===== src/core/hspp_pkg.sv =====
// Purpose: constants for the handshake parallel port block
// Assumes: 200 MHz clk, classic Wishbone slave, byte-wide registers in bits 7:0
// Notes:   offsets are byte addresses of aligned 32-bit words
package hspp_pkg;

    // ------------------------------------------------------------
    // register offsets
    // ------------------------------------------------------------
    localparam logic [7:0] HSPP_OFF_PORT_CFG = 8'h00;
    localparam logic [7:0] HSPP_OFF_IRQ_CFG  = 8'h04;
    localparam logic [7:0] HSPP_OFF_STATUS   = 8'h08;
    localparam logic [7:0] HSPP_OFF_DESIRED_VALUE_A     = 8'h0C;
    localparam logic [7:0] HSPP_OFF_PAL      = 8'h10;

    // ------------------------------------------------------------
    // port_config_reg fields
    // ------------------------------------------------------------
    localparam int HSPP_CFG_MODE_LSB = 0;
    localparam int HSPP_CFG_EDGE_BIT = 3;
    localparam int HSPP_CFG_POL_BIT  = 4;
    localparam int HSPP_CFG_PLS_BIT  = 5;
    localparam int HSPP_CFG_TRI_BIT  = 6;

    // ------------------------------------------------------------
    // irq_config_reg fields
    // ------------------------------------------------------------
    localparam int HSPP_ICR_ENB_BIT  = 0;
    localparam int HSPP_ICR_ENA_BIT  = 1;
    localparam int HSPP_ICR_TXIE_BIT = 3;
    localparam int HSPP_ICR_RXIE_BIT = 4;

    // ------------------------------------------------------------
    // status register fields
    // ------------------------------------------------------------
    localparam int HSPP_ST_RX_BIT    = 0;
    localparam int HSPP_ST_TX_BIT    = 1;
    localparam int HSPP_ST_RXIRQ_BIT = 2;
    localparam int HSPP_ST_TXIRQ_BIT = 3;

    // ------------------------------------------------------------
    // handshake modes
    // ------------------------------------------------------------
    localparam logic [2:0] HSPP_MODE_MULTI  = 3'h4;
    localparam logic [2:0] HSPP_MODE_SINGLE = 3'h5;
    localparam logic [2:0] HSPP_MODE_OUTPUT = 3'h6;
    localparam logic [2:0] HSPP_MODE_BIDIR  = 3'h7;

    // ------------------------------------------------------------
    // reset values and fault-off masks
    // ------------------------------------------------------------
    localparam logic [7:0] HSPP_RST_PORT_CFG = 8'h00;
    localparam logic [7:0] HSPP_RST_IRQ_CFG  = 8'h00;
    localparam logic [7:0] HSPP_RST_DESIRED_VALUE_A     = 8'h00;
    localparam logic [7:0] HSPP_FAULT_ALL    = 8'hFF;
    localparam logic [7:0] HSPP_FAULT_B76    = 8'hC0;
    localparam logic [7:0] HSPP_FAULT_B74    = 8'hF0;

    // ------------------------------------------------------------
    // timing
    // ------------------------------------------------------------
    localparam int HSPP_CLK_PERIOD_NS = 5;
    localparam int HSPP_PULSE_MIN_NS  = 250;
    localparam logic [6:0] HSPP_PULSE_CYC =
        7'((HSPP_PULSE_MIN_NS + HSPP_CLK_PERIOD_NS - 1) / HSPP_CLK_PERIOD_NS);

endpackage


===== src/core/hspp_port.sv =====
// Purpose: handshake parallel port, port A data path with port B handshake pins
// Assumes: pins asynchronous to clk; Wishbone classic slave with one wait state
// Notes:   all pin inputs pass two flip-flops before any logic reads them
//
// How it works
// - mode 101 runs port A as single-read input, strobe on pb7, ready on pb6.
// - external writer drives port A and strobes; latch captures on selected edge.
// - ready output says data may be written; host latch read resets it.
// - strobe sets receive flag; while set, further external writes are blocked.
// - receive flag readable in status and drives interrupt when enabled.
// - single-read: pulse_sel high gives level tracking flag, low gives a pulse.
// - single-read disables fault monitoring on port A and pb7, pb6.
// - mode 100: each host read of port A emits a strobe_out pulse on pb6.
// - mode 110 drives port A from desired_value_a, volatile only.
// - output mode asserts rx_full_out on pb5 when new data is written.
// - output mode: external strobe after reading sets tx_empty_flag.
// - output mode: pulse_sel high tracks tx_empty_flag, low pulses.
// - output mode: tristate_disable keeps port A driven; faults off on port A, pb7, pb6.
// - mode 111 pins: pb7 read/write, pb6 ready, pb5 full, pb4 enable.
// - bidir: host write of desired value clears empty flag, asserts full.
// - bidir: enable high floats port A; enable low with read drives it.
// - bidir: enable low with write low latches port A at end, sets flag.
// - bidir: host latch read clears receive flag; flag raises interrupt.
// - bidir: external read sets empty flag, which raises interrupt when enabled.
// - bidir: pulse_sel low interlocks outputs with flags, high pulses them.
// - bidir: handshake_polarity sets level of both handshake outputs.
// - unmasked condition sets error flag; output driven only when enabled.
// - strobe_edge_sel 0 means falling edge, 1 means rising edge.
// - handshake_polarity 0 means active low outputs, 1 active high.
// - rx_irq_en gates receive flag onto interrupt output.
`timescale 1ns/1ps

module hspp_port (
    input  wire logic        clk,
    input  wire logic        rst,
    input  wire logic        wb_cyc_i,
    input  wire logic        wb_stb_i,
    input  wire logic        wb_we_i,
    input  wire logic [7:0]  wb_adr_i,
    input  wire logic [3:0]  wb_sel_i,
    input  wire logic [31:0] wb_dat_i,
    output logic      [31:0] wb_dat_o,
    output logic             wb_ack_o,
    input  wire logic [7:0]  port_a_i,
    output logic      [7:0]  port_a_o,
    output logic             port_a_oe_n,
    input  wire logic        pb7_i,
    input  wire logic        pb4_i,
    output logic             pb6_o,
    output logic             pb6_oe_n,
    output logic             pb5_o,
    output logic             pb5_oe_n,
    output logic             irq_a_out_n,
    output logic             irq_b_out_n,
    output logic      [7:0]  fault_off_a,
    output logic      [7:0]  fault_off_b
);
    import hspp_pkg::*;

    // ------------------------------------------------------------
    // state
    // ------------------------------------------------------------
    typedef struct packed {
        logic [7:0]  pa_s1;
        logic [7:0]  pa_s2;
        logic [7:0]  pa_s3;
        logic [2:0]  pb7_s;
        logic [2:0]  pb4_s;
        logic [7:0]  port_cfg;
        logic [7:0]  irq_cfg;
        logic [7:0]  desired_value_a;
        logic [7:0]  port_a_latch;
        logic        rx_ready;
        logic        tx_empty;
        logic        rx_irq;
        logic        tx_irq;
        logic [6:0]  cnt6;
        logic [6:0]  cnt5;
        logic        ack;
        logic [31:0] dat;
        logic [7:0]  pa_o;
        logic        pa_oe_n;
        logic        p6;
        logic        p6_oe_n;
        logic        p5;
        logic        p5_oe_n;
        logic        irq_a_n;
        logic        irq_b_n;
        logic [7:0]  f_a;
        logic [7:0]  f_b;
    } hspp_state_t;

    hspp_state_t state_reg;
    hspp_state_t state_next;

    // ------------------------------------------------------------
    // decoded events
    // ------------------------------------------------------------
    logic [2:0] mode;
    logic       edge_sel;
    logic       pol;
    logic       pulse_sel;
    logic       tri_dis;
    logic       req;
    logic       rd_pal;
    logic       wr_desired_value_a;
    logic       str_ev;
    logic       wr_end;
    logic       rd_end;
    logic       set_rx;
    logic       clr_rx;
    logic       set_tx;
    logic       clr_tx;

    assign mode     = state_reg.port_cfg[HSPP_CFG_MODE_LSB +: 3];
    assign edge_sel = state_reg.port_cfg[HSPP_CFG_EDGE_BIT];
    assign pol      = state_reg.port_cfg[HSPP_CFG_POL_BIT];
    assign pulse_sel      = state_reg.port_cfg[HSPP_CFG_PLS_BIT];
    assign tri_dis  = state_reg.port_cfg[HSPP_CFG_TRI_BIT];
    // side effects happen on the edge where the master sees ack
    assign req      = wb_cyc_i & wb_stb_i & state_reg.ack;
    assign rd_pal   = req & ~wb_we_i & (wb_adr_i == HSPP_OFF_PAL);
    assign wr_desired_value_a  = req & wb_we_i & wb_sel_i[0] & (wb_adr_i == HSPP_OFF_DESIRED_VALUE_A);
    // edge detection looks at stages two and three only
    assign str_ev   = edge_sel ? (state_reg.pb7_s[1] & ~state_reg.pb7_s[2])
                               : (~state_reg.pb7_s[1] & state_reg.pb7_s[2]);
    assign wr_end   = (~state_reg.pb4_s[2] & ~state_reg.pb7_s[2])
                    & ~(~state_reg.pb4_s[1] & ~state_reg.pb7_s[1]);
    assign rd_end   = ~state_reg.pb4_s[2] & state_reg.pb7_s[2] & state_reg.pb4_s[1];

    assign set_rx   = ((mode == HSPP_MODE_SINGLE) & str_ev & ~state_reg.rx_ready)
                    | ((mode == HSPP_MODE_BIDIR) & wr_end);
    assign clr_rx   = rd_pal & ((mode == HSPP_MODE_SINGLE) | (mode == HSPP_MODE_BIDIR));
    assign set_tx   = ((mode == HSPP_MODE_OUTPUT) & str_ev)
                    | ((mode == HSPP_MODE_BIDIR) & rd_end);
    assign clr_tx   = wr_desired_value_a & ((mode == HSPP_MODE_OUTPUT) | (mode == HSPP_MODE_BIDIR));

    // ------------------------------------------------------------
    // next state
    // ------------------------------------------------------------
    always_comb begin
        logic [7:0] rbyte;
        logic       act6;
        logic       act5;
        rbyte = 8'h00;
        act6 = 1'b0;
        act5 = 1'b0;
        state_next = state_reg;

        state_next.pa_s1 = port_a_i;
        state_next.pa_s2 = state_reg.pa_s1;
        state_next.pa_s3 = state_reg.pa_s2;
        state_next.pb7_s = {state_reg.pb7_s[1:0], pb7_i};
        state_next.pb4_s = {state_reg.pb4_s[1:0], pb4_i};

        // bus slave: one wait state, unmapped reads return zero
        state_next.ack = wb_cyc_i & wb_stb_i & ~state_reg.ack;
        state_next.dat = 32'h0000_0000;
        if (wb_cyc_i & wb_stb_i & ~state_reg.ack & ~wb_we_i) begin
            if (wb_adr_i == HSPP_OFF_PORT_CFG) begin
                rbyte = state_reg.port_cfg;
            end else if (wb_adr_i == HSPP_OFF_IRQ_CFG) begin
                rbyte = state_reg.irq_cfg;
            end else if (wb_adr_i == HSPP_OFF_STATUS) begin
                rbyte[HSPP_ST_RX_BIT]    = state_reg.rx_ready;
                rbyte[HSPP_ST_TX_BIT]    = state_reg.tx_empty;
                rbyte[HSPP_ST_RXIRQ_BIT] = state_reg.rx_irq;
                rbyte[HSPP_ST_TXIRQ_BIT] = state_reg.tx_irq;
            end else if (wb_adr_i == HSPP_OFF_DESIRED_VALUE_A) begin
                rbyte = state_reg.desired_value_a;
            end else if (wb_adr_i == HSPP_OFF_PAL) begin
                // multiple-read mode returns the live pins, not a held byte
                rbyte = (mode == HSPP_MODE_MULTI) ? state_reg.pa_s2 : state_reg.port_a_latch;
            end
            state_next.dat = {24'h00_0000, rbyte};
        end

        if (req & wb_we_i & wb_sel_i[0]) begin
            if (wb_adr_i == HSPP_OFF_PORT_CFG) begin
                state_next.port_cfg = wb_dat_i[7:0];
            end else if (wb_adr_i == HSPP_OFF_IRQ_CFG) begin
                state_next.irq_cfg = wb_dat_i[7:0];
            end else if (wb_adr_i == HSPP_OFF_DESIRED_VALUE_A) begin
                state_next.desired_value_a = wb_dat_i[7:0];
            end
        end

        // port A latch
        if ((mode == HSPP_MODE_SINGLE) & str_ev & ~state_reg.rx_ready) begin
            state_next.port_a_latch = state_reg.pa_s2;
        end else if ((mode == HSPP_MODE_BIDIR) & wr_end) begin
            state_next.port_a_latch = state_reg.pa_s3;
        end else if ((mode == HSPP_MODE_MULTI) & rd_pal) begin
            state_next.port_a_latch = state_reg.pa_s2;
        end

        // a set in the same cycle as a clear wins
        state_next.rx_ready = set_rx | (state_reg.rx_ready & ~clr_rx);
        state_next.tx_empty = set_tx | (state_reg.tx_empty & ~clr_tx);

        // interrupt error flags follow their unmasked condition
        state_next.rx_irq = state_reg.rx_ready & state_reg.irq_cfg[HSPP_ICR_RXIE_BIT];
        state_next.tx_irq = state_reg.tx_empty & state_reg.irq_cfg[HSPP_ICR_TXIE_BIT];
        state_next.irq_a_n = ~((state_reg.rx_irq | state_reg.tx_irq)
                               & state_reg.irq_cfg[HSPP_ICR_ENA_BIT]);
        state_next.irq_b_n = ~((state_reg.rx_irq | state_reg.tx_irq)
                               & state_reg.irq_cfg[HSPP_ICR_ENB_BIT]);

        // pulse timers, retriggered by each event
        if (((mode == HSPP_MODE_SINGLE) | (mode == HSPP_MODE_MULTI) | (mode == HSPP_MODE_BIDIR)) & rd_pal) begin
            state_next.cnt6 = HSPP_PULSE_CYC;
        end else if (state_reg.cnt6 != 7'd0) begin
            state_next.cnt6 = state_reg.cnt6 - 7'd1;
        end
        if (clr_tx) begin
            state_next.cnt5 = HSPP_PULSE_CYC;
        end else if (state_reg.cnt5 != 7'd0) begin
            state_next.cnt5 = state_reg.cnt5 - 7'd1;
        end

        state_next.p6_oe_n = 1'b1;
        state_next.p5_oe_n = 1'b1;
        state_next.pa_oe_n = 1'b1;
        state_next.pa_o    = state_reg.desired_value_a;
        state_next.f_a     = 8'h00;
        state_next.f_b     = 8'h00;
        case (mode)
            HSPP_MODE_SINGLE: begin
                act6 = pulse_sel ? ~state_reg.rx_ready : (state_reg.cnt6 != 7'd0);
                state_next.p6_oe_n = 1'b0;
                state_next.f_a = HSPP_FAULT_ALL;
                state_next.f_b = HSPP_FAULT_B76;
            end
            HSPP_MODE_MULTI: begin
                act6 = (state_reg.cnt6 != 7'd0);
                state_next.p6_oe_n = 1'b0;
            end
            HSPP_MODE_OUTPUT: begin
                act5 = pulse_sel ? ~state_reg.tx_empty : (state_reg.cnt5 != 7'd0);
                state_next.p5_oe_n = 1'b0;
                // without tristate_disable the port floats once the byte was taken
                state_next.pa_oe_n = ~(tri_dis | ~state_reg.tx_empty);
                state_next.f_a = HSPP_FAULT_ALL;
                state_next.f_b = HSPP_FAULT_B76;
            end
            HSPP_MODE_BIDIR: begin
                act6 = pulse_sel ? (state_reg.cnt6 != 7'd0) : ~state_reg.rx_ready;
                act5 = pulse_sel ? (state_reg.cnt5 != 7'd0) : ~state_reg.tx_empty;
                state_next.p6_oe_n = 1'b0;
                state_next.p5_oe_n = 1'b0;
                state_next.pa_oe_n = ~(~state_reg.pb4_s[1] & state_reg.pb7_s[1]);
                state_next.f_a = HSPP_FAULT_ALL;
                state_next.f_b = HSPP_FAULT_B74;
            end
            default: begin
                act6 = 1'b0;
            end
        endcase
        state_next.p6 = pol ? act6 : ~act6;
        state_next.p5 = pol ? act5 : ~act5;
    end

    // ------------------------------------------------------------
    // registers
    // ------------------------------------------------------------
    always_ff @(posedge clk) begin
        if (rst) begin
            state_reg          <= '0;
            state_reg.pb7_s    <= 3'h7;
            state_reg.pb4_s    <= 3'h7;
            state_reg.port_cfg <= HSPP_RST_PORT_CFG;
            state_reg.irq_cfg  <= HSPP_RST_IRQ_CFG;
            state_reg.desired_value_a     <= HSPP_RST_DESIRED_VALUE_A;
            state_reg.tx_empty <= 1'b1;
            state_reg.pa_oe_n  <= 1'b1;
            state_reg.p6_oe_n  <= 1'b1;
            state_reg.p5_oe_n  <= 1'b1;
            state_reg.p6       <= 1'b1;
            state_reg.p5       <= 1'b1;
            state_reg.irq_a_n  <= 1'b1;
            state_reg.irq_b_n  <= 1'b1;
        end else begin
            state_reg <= state_next;
        end
    end

    assign wb_dat_o    = state_reg.dat;
    assign wb_ack_o    = state_reg.ack;
    assign port_a_o    = state_reg.pa_o;
    assign port_a_oe_n = state_reg.pa_oe_n;
    assign pb6_o       = state_reg.p6;
    assign pb6_oe_n    = state_reg.p6_oe_n;
    assign pb5_o       = state_reg.p5;
    assign pb5_oe_n    = state_reg.p5_oe_n;
    assign irq_a_out_n = state_reg.irq_a_n;
    assign irq_b_out_n = state_reg.irq_b_n;
    assign fault_off_a = state_reg.f_a;
    assign fault_off_b = state_reg.f_b;
endmodule


===== config.mk =====
export PLATFORM = sky130hd
export DESIGN_NAME = hspp_port
export DESIGN_NICKNAME = d
export VERILOG_FILES = /design/src/core/hspp_pkg.sv /design/src/core/hspp_port.sv
export SDC_FILE = /design/constraint.sdc
export NUM_CORES = 1
export LEC_CHECK = 0
export ABC_AREA = 1
export BUFFER_PORTS_ARGS = -buffer_cell sky130_fd_sc_hd__buf_2
export CAP_MARGIN = 20
export CORE_ASPECT_RATIO = 0.9
export CORE_MARGIN = 1.5
export CORE_UTILIZATION = 29
export DETAILED_ROUTE_END_ITERATION = 12
export GPL_TIMING_DRIVEN = 0
export PLACE_DENSITY = 0.47
export RECOVER_POWER = 50
export SLEW_MARGIN = 20
export SYNTH_ARGS = -nofsm -noshare
export SYNTH_HDL_FRONTEND = slang
export SYNTH_SLANG_ARGS = --single-unit
export TNS_END_PERCENT = 100

===== constraint.sdc =====
create_clock -name clk -period 1.5 [get_ports clk]
set_input_delay 0.15 -clock clk [delete_from_list [all_inputs] [get_ports clk]]
set_output_delay 0.15 -clock clk [all_outputs]
set_load 0.02 [all_outputs]

Word level (Yosys, flattened, before mapping). Index checks and enable logic that the tools add are counted.

Register bits: 144. Bits in latches: 0. Memory bits (writable): 0. ROM bits: 0. Word-level logic and storage cells: 144. Memories: 0.

Add/subtract/negate cells: 2. Multiply operators: 0. Div/mod/pow operators: 0. Order comparisons: 0. Eq/ne operators: 8. Shifts and indexed selects: 0. Mux-type cells: 27. Bitwise gates (word level): 62. Reduce and logical (&&, ||, !) cells: 15.

Operators with widths (count): $mux 8 (8); $and 1x1->1 (32); $pmux 16 s2 (1); $mux 6 (4); $not 1->1 (20); $eq 8x4->1 const B (2); $reduce_bool 7->1 (2); $sub 7x1->7 const B (2); $eq 3x3->1 const B (4); $or 1x1->1 (10); $reduce_or 2->1 (5); $mux 1 (9); $eq 8x3->1 const B (1); $eq 8x5->1 const B (1); $logic_not 8->1 (1); $mux 4 (2); $pmux 1 s2 (2); $reduce_and 4->1 (1); $reduce_bool 2->1 (2); $pmux 1 s3 (1); $reduce_and 3->1 (1); $reduce_bool 3->1 (1); $reduce_or 3->1 (1); $reduce_and 2->1 (1).

Longest topological paths before layout. Gate-level depths: netlist (run 1).

Word-level depth: 9. Depth in mapped cells: 10. Depth with buffers taken out: 9.

Worst setup path before layout (run 1). Ideal clock, no wire load.

Path kind: reg-to-reg. From: register state_reg (netlist bit wb_ack_o). To: register state_reg (netlist bit mode[1]). Setup time: 0.119 ns. Arrival: 1.341 ns. Data required time: 1.381 ns. Slack: 0.039 ns. Cell stages (with the launch flop): 8. Buffers on the path: 2. Period minus slack after synthesis: 1.461 ns. Cell sequence: dfxtp_1 -> nand3_1 -> nor2_1 -> buf_2 -> nand2_1 -> buf_2 -> o21ai_0 -> a21oi_1.

Cells in the longest elaborated chain, start to end: 4.

RTL lines: from (decl) (RTL line hspp_port.sv:93) `hspp_state_t state_reg;`; from (signal assigned) (RTL line hspp_port.sv:283) `state_reg <= state_next;`; $and 1x1->1 (RTL line hspp_port.sv:121) `assign req = wb_cyc_i & wb_stb_i & state_reg.ack;`; $and 1x1->1 (2 in a row) (RTL line hspp_port.sv:178) `if (req & wb_we_i & wb_sel_i[0]) begin`; $reduce_and 2->1 (no line).

No other way between the ends. A chain may end at the register's enable or synchronous reset.

Worst setup path in the final report (run 1).
From: register state_reg (netlist bit wb_ack_o). To: register state_reg (netlist bit mode[2]).

The elaborated chain is that of the path after synthesis.

==> results of run 1 <==
[cell families (layout without fill, tap and decap cells)]
family                   Yosys count  after routing
buffers and inverters            157            263
XOR/XNOR                           7              7
other                              1             28
adder cells (fa/ha/maj)            4              4
flip-flops                       106            106
AO/OA/AOI/OAI                     73             73
AND/OR/NAND/NOR                  322            322
[tightest hold or removal path: cells and delay by family]
kind | cells | cell delay, ps
buffers and inverters | 1 | 110
AND/OR/NAND/NOR | 2 | 100
[through the flow]
stage,util,cell area (µm²),total power (W),hold WS [ps]
floorplan,-,5052,0.004280,253.8
global placement,0.3365,5647,0.004568,336.5
detailed placement,0.3365,5647,0.004571,336.6
CTS,0.3652,6127,0.007295,24.88
global route,0.3749,6291,0.007671,53.40
finish,0.3749,6291,0.007233,53.49
[metal layers]
metal  global-route usage  up-vias  part of all wire
met5                    0        -                 0
met3              0.03851       12             0.050
met1               0.1933     1828              0.50
li1                     -     2280                 -
met2               0.2202       95              0.44
met4              0.03125        0            0.0093
[path summary, 6_finish.rpt]
check                           slack (ps)  depth (start not counted)       startpoint              end
worst max-delay path                    60                          7         wb_ack_o          mode[2]
worst min-delay path                    50                          3         wb_stb_i         wb_ack_o
worst max register to register          60                          7         wb_ack_o          mode[2]
worst min register to register         400                          2  state_next[134]  state_next[126]
[layout make-up]
class / instances / area (µm²)
well taps: 211 / 264.0
multi-input cells: 434 / 2151
plain buffers: 81 / 599.3
clock buffers: 9 / 225.2
clock inverters: 7 / 102.6
inverters: 76 / 285.3
fillers: 1821 / 10490
flip-flops and latches: 106 / 2125
repair buffers: 90 / 539.3
[what timing repair did]
item	CTS	global route
gates resized for setup	13	26
hold buffers	10	0
pin swaps	1	7
endpoints found under the setup margin	30	31
gates cloned	0	0
hold endpoints to repair	10	0
setup buffers	3	11
[layout by cell type, fill, tap and decap left out, drive strengths merged, types with 2 or more instances in the layout]
cell type | netlist | routed
nand3 | 63 | 63
o21ai | 31 | 31
dfxtp | 106 | 106
bufinv | 0 | 2
inv | 76 | 77
clkbuf | 9 | 25
nand4 | 5 | 5
nor3 | 14 | 14
xnor2 | 2 | 2
nor2 | 106 | 106
buf | 72 | 145
conb | 1 | 28
clkinv | 0 | 4
a21oi | 39 | 39
ha | 4 | 4
or2 | 5 | 5
xor2 | 5 | 5
dlygate4sd3 | 0 | 10
nand3b | 8 | 8
nand2 | 119 | 119
[synth_stat cells]
library cell	n
a21oi_1	38
a21oi_4	1
a31o_2	1
and2_1	1
buf_2	10
buf_4	59
buf_6	3
clkbuf_1	9
conb_1	1
dfxtp_1	106
ha_1	4
inv_1	73
inv_2	3
nand2_1	115
nand2_2	3
nand2_4	1
nand3_1	60
nand3_4	3
nand3b_1	8
nand4_1	5
nor2_1	102
nor2_4	2
nor2_8	2
nor3_1	12
nor3_2	1
nor3_4	1
nor4_1	1
o21ai_0	26
o21ai_1	5
o21bai_1	1
o311ai_0	1
or2_2	5
xnor2_1	2
xor2_1	5
[power breakdown]
part | total [W] | internal, W | switching (W)
clock | 0.00260 | 0.00148 | 0.00112
sequential | 0.00311 | 0.00300 | 0.000110
combinational | 0.00151 | 0.000619 | 0.000896
total | 0.00723 | 0.00510 | 0.00213
==> impl_metrics.env, run 1 <==
export IMPL_status="finished clean"
export IMPL_ys_seq_area_frac=0.4286
export IMPL_synth_xor_area_share=0.01238
export IMPL_path_cells="nand3_2 > nor2_2 > buf_6 > nand2_2 > buf_6 > o21ai_0 > a21oi_1"
export IMPL_hpwl_um=9053
export IMPL_layout_worst_path_cycle_share=0.9569
export IMPL_hold_viol_final=0
export IMPL_synth_area_leaders="dfxtp_1 (43%), buf_4 (8.9%), nand2_1 (8.7%)"
export IMPL_maxSlewHeadroom=0.5777
export IMPL_largest_register_ffs=46
export IMPL_synth_top_family_by_area="simple AND/OR/NAND/NOR gates"
export IMPL_io_buffers=66
export IMPL_path_buf_inv=2
export IMPL_viasPerCell=4.157
export IMPL_final_layout_size_suffix_gt1_frac=0.2528
export IMPL_yosys_area_top_type="dfxtp_1"
export IMPL_dr_pass1_iters=4
export IMPL_rows=45
export IMPL_die_h_um=127.0
export IMPL_skew_ps=12.52
export IMPL_synthMuxAreaShare=0
export IMPL_critPathSlowestCell="dfxtp_1"
export IMPL_grt_overflow=0
export IMPL_synth_cell_types=34
export IMPL_antenna_found_initial=0
export IMPL_totalWireLength_um=12270
export IMPL_place_ws_ps=-194.6
export IMPL_final_antenna_net_count=0
export IMPL_ir_worst_vdd_mv=0.5550
export IMPL_grt_pass1_vias=3717
export IMPL_ys_warn_count=0
export IMPL_track_usage=0.1407
export IMPL_finalNonFillerCells=1014
export IMPL_cts_tree="yes"
export IMPL_cpMostUsedCell="buf_6"
export IMPL_hold_path_class="primary input to flip-flop"
export IMPL_fin_tns_setup_ps=0
export IMPL_cts_root_buf="clkbuf_16"
export IMPL_slew_violations=0
export IMPL_cp_data_required_time_ps=1750
export IMPL_critPathKind="flip-flop to flip-flop"
export IMPL_initial_core_util=0.2951
export IMPL_syn_inst=670
export IMPL_clock_latency_ps=360
export IMPL_clock_fmax_ghz=0.6967
export IMPL_clkTransAtPathRegs_ps=70
export IMPL_syn_cell_area_um2=4951
export IMPL_finalSetupViolations=0
export IMPL_synth_compound_area_frac=0.07809
export IMPL_htree_levels=3
export IMPL_synth_fa_ha_area_frac=0.01011
export IMPL_cts_buffers=9
export IMPL_num_vias=4215
export IMPL_n_antenna_cell=0
export IMPL_maxCapViolations=0
export IMPL_cp_top_family="simple AND/OR/NAND/NOR gates"
export IMPL_finalCriticalPeriod_ps=1435
export IMPL_first_iter_violations=297
export IMPL_synthSimpleGateAreaFrac=0.2992
export IMPL_fin_ws_ps=64.64
export IMPL_area_growth_pct=27.07
export IMPL_drc=0
export IMPL_p_leak_nw=3.086
export IMPL_cts_buffer_depth=2
export IMPL_power_density_nw_per_um2=1150
export IMPL_clock_sinks=106
export IMPL_avgSynthCellArea_um2=7.390
export IMPL_grt_setup_unrepaired="yes"
export IMPL_io_pins=123
export IMPL_ys_ff_latch=106
export IMPL_crit_fanout=10
export IMPL_worstSetupStartpointType="flip-flop"
export IMPL_tightest_slew_ps=633.4
export IMPL_gp_congestion=0.7799
export IMPL_cpPeakStageDelay_ps=370
export IMPL_grt_pass1_wl_um=19560
export IMPL_cp_arrival_ps=1680
export IMPL_routedWlPerCell_um=12.10
export IMPL_fp_coreArea_um2=16780
export IMPL_grt_max_degree=19
export IMPL_worstSetupEndpointType="flip-flop"
export IMPL_die_area_um2=17870
export IMPL_dp_cells=974
export IMPL_synth_top_area_share=0.4286
export IMPL_die_x_um=140.7
export IMPL_final_nets=861
Note: power is estimated with default switching activity, not from simulation.
==> inputs of run 2 (changes only) <==
--- a/config.mk
+++ b/config.mk
@@ -7,8 +7,6 @@
 export LEC_CHECK = 0
 export ABC_AREA = 1
 export BUFFER_PORTS_ARGS = -buffer_cell sky130_fd_sc_hd__buf_2
-export CAP_MARGIN = 20
-export CORE_ASPECT_RATIO = 0.9
 export CORE_MARGIN = 1.5
 export CORE_UTILIZATION = 29
 export DETAILED_ROUTE_END_ITERATION = 12
==> run 2 against run 1 <==
Routed wire length up 1.7%. First-iteration DRC count fell by 25%. Total power fell by 3.0%. Combinational power rose by 5%. Highest routed layer unchanged. Sequential cell count is the same. Register-to-register slack better by 20 ps. Final cell count up 0.30%. Sequential share of layout area grew 0.71 points. Via count is 2.4% higher. Global-route usage grew 0.11 points. Maximum frequency increased by 1.3%. Worst setup slack improved by 19 ps.
==> impl_metrics.env, run 2 (synthesized netlist as in run 1, its figures left out) <==
export IMPL_top_layer_used="met4"
export IMPL_layout_commonest_cell="nand2_1"
export IMPL_cts_buffer_depth=2
export IMPL_maxSlewHeadroom=0.5939
export IMPL_rows=47
export IMPL_p_seq_frac=0.444
export IMPL_r2r_start="wb_ack_o"
export IMPL_p_int_w=0.004922
export IMPL_m1WireLength_um=6027
export IMPL_finalSetupViolations=0
export IMPL_p_switching_w=0.002096
export IMPL_cpPeakStageDelay_ps=350
export IMPL_cts_buffers=9
export IMPL_fin_ws_ps=83.22
export IMPL_maxCapViolations=0
export IMPL_pwr_share_comb=0.225
export IMPL_met2WireLength_um=5636
export IMPL_grt_pass1_wl_um=19690
export IMPL_clock_sinks=106
export IMPL_area_growth_pct=24.51
export IMPL_cp_arrival_ps=1670
export IMPL_clock_latency_ps=360
export IMPL_totalWireLength_um=12480
export IMPL_cp_top_family="simple AND/OR/NAND/NOR gates"
export IMPL_grt_max_degree=17
export IMPL_grt_setup_unrepaired="no"
export IMPL_drc=0
export IMPL_p_clk_frac=0.331
export IMPL_ff2ff_path_depth=7
export IMPL_num_vias=4316
export IMPL_die_x_um=133.7
export IMPL_hold_path_class="primary input to flip-flop"
export IMPL_layout_worst_path_cycle_share=0.9445
export IMPL_hold_ws_ps=7.430
export IMPL_fill_cells=1778
export IMPL_antenna_found_initial=0
export IMPL_power_density_nw_per_um2=1139
export IMPL_htree_levels=3
export IMPL_startpoint="wb_ack_o"
export IMPL_initial_core_util=0.2975
export IMPL_final_layout_size_suffix_gt1_frac=0.2208
export IMPL_io_pins=123
export IMPL_cp_data_required_time_ps=1750
export IMPL_reg2reg_slack_ps=80
export IMPL_first_iter_violations=222
export IMPL_cts_root_buf="clkbuf_16"
export IMPL_skew_ps=9.770
export IMPL_ir_worst_vdd_mv=0.5324
export IMPL_cp_num_cells=7
export IMPL_slew_violations=0
export IMPL_p_leak_nw=2.943
export IMPL_crit_fanout=10
export IMPL_critPathSlowestCell="dfxtp_2"
export IMPL_grt_pass1_vias=3935
export IMPL_largest_register_ffs=46
export IMPL_finalCriticalPeriod_ps=1417
export IMPL_hold_viol_final=0
export IMPL_worstSetupEndpointType="flip-flop"
export IMPL_io_buffers=66
export IMPL_worstSetupStartpointType="flip-flop"
export IMPL_power_w=0.007019
export IMPL_critPathKind="flip-flop to flip-flop"
export IMPL_switching_share=0.2987
export IMPL_final_antenna_net_count=0
export IMPL_status="finished clean"
export IMPL_fin_tns_setup_ps=0
export IMPL_clkTransAtPathRegs_ps=70
export IMPL_clock_fmax_ghz=0.7058
export IMPL_dr_pass1_iters=5
export IMPL_hpwl_um=9302
export IMPL_n_antenna_cell=0
export IMPL_wl_met3_um=499
export IMPL_cp_endpoint="mode[1]"
export IMPL_die_area_um2=17870
export IMPL_path_buf_inv=2
export IMPL_grt_overflow=0
export IMPL_die_h_um=133.7
export IMPL_cts_tree="yes"
export IMPL_reg2reg_to="mode[1]"
export IMPL_track_usage=0.1418
export IMPL_viasPerCell=4.244
export IMPL_final_nets=855
export IMPL_path_cells="nand3_2 > nor2_4 > buf_6 > nand2_2 > buf_4 > o21ai_0 > a21oi_1"
export IMPL_fp_coreArea_um2=16640
export IMPL_gp_congestion=0.8297
export IMPL_routedWlPerCell_um=12.27
export IMPL_tightest_slew_ps=609.1
export IMPL_place_ws_ps=-219.7
export IMPL_final_cell_mix="nand2_1 (112), dfxtp_1 (103), nor2_1 (97), inv_1 (72), buf_4 (69)"
run 2: changes by cell type in the layout (fill, tap and decap cells not counted), moves of 3 or more:
cell | previous run | this run
nand3_2 | 4 | 1
clkbuf_1 | 16 | 33
buf_2 | 64 | 48
nor2_2 | 5 | 2
clkbuf_8 | 0 | 3
run 2: worst min-delay path: stages:
cell    delay, ps
buf_2          70
inv_1          30
nor2_1         70
run 2: power groups by stage:
stage	registers, W	logic [W]	clock network (W)
2_1_floorplan	0.00315	0.00113	0
3_5_place_dp	0.00317	0.00140	0
4_1_cts	0.00311	0.00153	0.00240
3_3_place_gp	0.00317	0.00137	0
5_1_grt	0.00313	0.00181	0.00252
6_report	0.00311	0.00158	0.00233
run 2: what timing repair did:
action	4_1_cts	5_1_grt
hold endpoints to repair	9	0
hold buffers	9	0
gates resized for setup	13	19
pin swaps	3	3
setup endpoints to repair	28	29
setup buffers	4	5
run 2: layer usage:
metal	vias up	global-route usage
met5	-	0
met4	0	0.06522
met3	22	0.02511
met2	100	0.2274
met1	1928	0.1857
li1	2266	-
run 2: cell type report:
type | instances | area [µm²] | share of cell area
clock inverters | 3 | 22.52 | 0.003653
repair buffers | 84 | 459.2 | 0.07449
inverters | 76 | 285.3 | 0.04628
well taps | 220 | 275.3 | 0.04465
clock buffers | 13 | 270.3 | 0.04384
multi-input cells | 434 | 2142 | 0.3475
plain buffers | 81 | 584.3 | 0.09478
flip-flops and latches | 106 | 2126 | 0.3448
run 2: per-stage QoR:
stage / cells / util / instance area [µm²]
2_1_floorplan: 697 / - / 5052
3_3_place_gp: 983 / 0.3400 / 5658
3_5_place_dp: 983 / 0.3400 / 5658
4_1_cts: 1012 / 0.3673 / 6113
5_1_grt: 1017 / 0.3704 / 6165
6_report: 1017 / 0.3704 / 6165
run 2: worst min-delay path by stage:
stage / cells past startpoint / slack (ps) / startpoint / endpoint
2_1_floorplan: 1 / 250 / pb4_i / state_next[115]
3_3_place_gp: 2 / 340 / pb7_i / state_next[118]
3_5_place_dp: 2 / 340 / pb4_i / state_next[115]
4_1_cts: 3 / 0.5 / port_a_i[7] / state_next[135]
5_1_grt: 3 / 8 / port_a_i[7] / state_next[135]
6_report: 3 / 7 / port_a_i[7] / state_next[135]
==> inputs of run 3 (changes only) <==
--- a/config.mk
+++ b/config.mk
@@ -5,12 +5,11 @@
 export SDC_FILE = /design/constraint.sdc
 export NUM_CORES = 1
 export LEC_CHECK = 0
-export ABC_AREA = 1
 export BUFFER_PORTS_ARGS = -buffer_cell sky130_fd_sc_hd__buf_2
-export CORE_MARGIN = 1.5
 export CORE_UTILIZATION = 29
 export DETAILED_ROUTE_END_ITERATION = 12
 export GPL_TIMING_DRIVEN = 0
+export HOLD_SLACK_MARGIN = 0.08
 export PLACE_DENSITY = 0.47
 export RECOVER_POWER = 50
 export SLEW_MARGIN = 20
==> run 3 against run 2 <==
The flow now finishes with violations (setup timing). Worst setup slack got worse by 530 ps. First-iteration DRC count decreased by 4.1%. Area after synthesis decreased by 5.6%. Sequential power increased by 2%. Via count decreased by 7.7%. Non-clock buffer count increased by 36. Hold slack improved by 190 ps. Largest power group unchanged.
==> impl_metrics.env, run 3 <==
export IMPL_critPathKind="primary input to flip-flop"
export IMPL_htree_levels=3
export IMPL_largest_register_ffs=46
export IMPL_yosys_area_top_type="dfxtp_1"
export IMPL_synth_xor_area_share=0.01874
export IMPL_die_h_um=128.9
export IMPL_worstSetupStartpointType="primary input"
export IMPL_drc=0
export IMPL_synthMuxAreaShare=0.05007
export IMPL_cts_tree="yes"
export IMPL_grt_pass1_vias=3621
export IMPL_n_antenna_cell=0
export IMPL_utilization=0.4297
export IMPL_tightest_slew_ps=755.3
export IMPL_io_pins=123
export IMPL_totalWireLength_um=12950
export IMPL_p_leak_nw=2.829
export IMPL_syn_inst=529
export IMPL_syn_cell_area_um2=4673
export IMPL_finalCriticalPeriod_ps=1950
export IMPL_failed_checks="setup timing"
export IMPL_synth_top_area_share=0.4541
export IMPL_synth_edff_count=0
export IMPL_area_growth_pct=45.54
export IMPL_synth_fa_ha_area_frac=0.01071
export IMPL_antenna_found_initial=0
export IMPL_yosysMostFrequentCell="dfxtp_1"
export IMPL_power_density_nw_per_um2=1069
export IMPL_synth_compound_area_frac=0.1199
export IMPL_ys_top_cells_by_count="dfxtp_1 (106), buf_4 (56), nand2_1 (49), a21oi_1 (42), nor2b_1 (41)"
export IMPL_crit_fanout=5
export IMPL_synth_top_family_by_area="simple AND/OR/NAND/NOR gates"
export IMPL_fill_cells=1574
export IMPL_hold_viol_final=0
export IMPL_synth_area_leaders="dfxtp_1 (45%), buf_4 (9.0%), nor2b_1 (5.5%)"
export IMPL_clkTransAtPathRegs_ps=70
export IMPL_maxSlewHeadroom=0.4965
export IMPL_track_usage=0.1588
export IMPL_critPathSlowestCell="or4_4"
export IMPL_place_ws_ps=-1187
export IMPL_avgSynthCellArea_um2=8.834
export IMPL_final_nets=746
export IMPL_clock_sinks=106
export IMPL_status="complete, but fails checks"
export IMPL_cp_top_family="simple AND/OR/NAND/NOR gates"
export IMPL_io_buffers=64
export IMPL_gp_congestion=0.8192
export IMPL_cp_data_required_time_ps=1710
export IMPL_finalSetupViolations=57
export IMPL_num_vias=3984
export IMPL_routedWlPerCell_um=14.33
export IMPL_hold_path_class="primary input to flip-flop"
export IMPL_viasPerCell=4.407
export IMPL_hpwl_um=8872
export IMPL_ys_seq_area_frac=0.4541
export IMPL_path_cells="buf_6 > or4_4 > or3_4 > or4_4 > buf_4 > buf_16 > a21oi_2 > a311oi_2"
export IMPL_synth_flop_cell="dfxtp_1"
export IMPL_cts_buffer_depth=2
export IMPL_fin_ws_ps=-449.9
export IMPL_skew_ps=6.863
export IMPL_cpMostUsedCell="or4_4"
export IMPL_grt_pass1_wl_um=19520
export IMPL_ys_ff_latch=106
export IMPL_rows=46
export IMPL_final_cell_mix="dfxtp_1 (98), buf_4 (83), buf_2 (58), nor2b_1 (41), a21oi_1 (34)"
export IMPL_layout_commonest_cell="dfxtp_1"
export IMPL_dr_pass1_iters=4
export IMPL_cts_buffers=9
export IMPL_fp_coreArea_um2=15830
export IMPL_slew_violations=0
export IMPL_grt_setup_unrepaired="yes"
export IMPL_grt_overflow=0
export IMPL_maxCapViolations=0
export IMPL_ir_worst_vdd_mv=0.5828
export IMPL_dp_cells=836
export IMPL_synth_cell_types=50
export IMPL_cp_arrival_ps=2160
export IMPL_grt_max_degree=18
export IMPL_ys_warn_count=0
export IMPL_finalNonFillerCells=904
export IMPL_final_antenna_net_count=0
export IMPL_first_iter_violations=213
export IMPL_clock_latency_ps=360
export IMPL_die_x_um=128.9
export IMPL_cpPeakStageDelay_ps=530
export IMPL_layout_worst_path_cycle_share=1.300
export IMPL_path_buf_inv=3
export IMPL_die_area_um2=16630
export IMPL_final_layout_size_suffix_gt1_frac=0.4070
export IMPL_synthSimpleGateAreaFrac=0.2107
export IMPL_initial_core_util=0.2953
export IMPL_worstSetupEndpointType="flip-flop"
export IMPL_async_flop_share=0
export IMPL_clock_fmax_ghz=0.5129
export IMPL_cts_root_buf="clkbuf_16"
[run 3: cell count changes in the layout (fill, tap and decap cells not counted), sizes merged, moves of 21 or more]
cell   previous run  this run
buf             123       161
inv              76        21
nand2           119        49
nand3            63        12
nor2            106        34
nor2b             0        41
o21ai            31        10
[run 3: tightest hold or removal path: cells and delay by family]
kind	cells	cell delay, ps
buffers and inverters	1	150
and+or+nand+nor	2	170
AOI/OAI and AO/OA	1	50
[run 3: power by group]
part	switching [W]	internal (W)	total, W
clock network	0.00110	0.00117	0.00227
logic	0.000897	0.000922	0.00182
registers	0.000166	0.00301	0.00318
total	0.00216	0.00511	0.00727
[run 3: per-stage QoR]
| step | hold slack, ps | instance area (µm²) | total power (W) | TNS (ps) |
|---|---|---|---|---|
| after floorplan | 253.8 | 4870 | 0.004271 | -16370 |
| after global placement | 336.6 | 5460 | 0.004524 | -40510 |
| after detailed placement | 336.6 | 5460 | 0.004543 | -40040 |
| after CTS | 168.8 | 6394 | 0.007074 | -9331 |
| after global routing | 221.9 | 6802 | 0.007672 | -14300 |
| final | 199.4 | 6802 | 0.007271 | -11260 |
[run 3: cell families after synthesis]
group                      count (synthesis)
and+or+nand+nor                          190
DFF                                      106
buffers and inverters                    106
AOI/OAI and AO/OA                         89
muxes                                     23
xor gates and xnor gates                  10
adders and majority gates                  4
other                                      1
[run 3: final cells by class]
| class | instances | area (µm²) | area share |
|---|---|---|---|
| Clock buffer | 10 | 239.0 | 0.03514 |
| Timing Repair Buffer | 122 | 898.4 | 0.1321 |
| Sequential cell | 106 | 2135 | 0.3138 |
| Tap cell | 216 | 270.3 | 0.03974 |
| Clock inverter | 6 | 41.29 | 0.006071 |
| Buffer | 79 | 575.6 | 0.08462 |
| Inverter | 20 | 75.07 | 0.01104 |
| Multi-Input combinational cell | 345 | 2567 | 0.3775 |
[run 3: what timing repair did]
item / CTS / global route
endpoints found under the setup margin: 58 / 58
setup buffers: 19 / 20
hold buffers: 19 / 0
resized for setup: 61 / 77
hold endpoints to repair: 27 / 0
pin swaps: 18 / 49
cloned: 2 / 1
[run 3: final timing paths]
kind	start	endpoint	slack (ps)	cells after the start
worst min-delay path	wb_adr_i[5]	wb_dat_o[2]	200	4
worst max-delay path	wb_adr_i[6]	state_reg[83]	-450	8
worst min register to register	state_reg[99]	irq_a_out_n	410	1
worst max register to register	mode[2]	state_reg[83]	-380	6
[run 3: layer usage]
layer	track usage	share of wire	up-vias
met5	0	0	-
met4	0.06436	0.016	0
met3	0.02994	0.042	16
met2	0.2553	0.47	102
met1	0.2091	0.47	1841
li1	-	-	2025
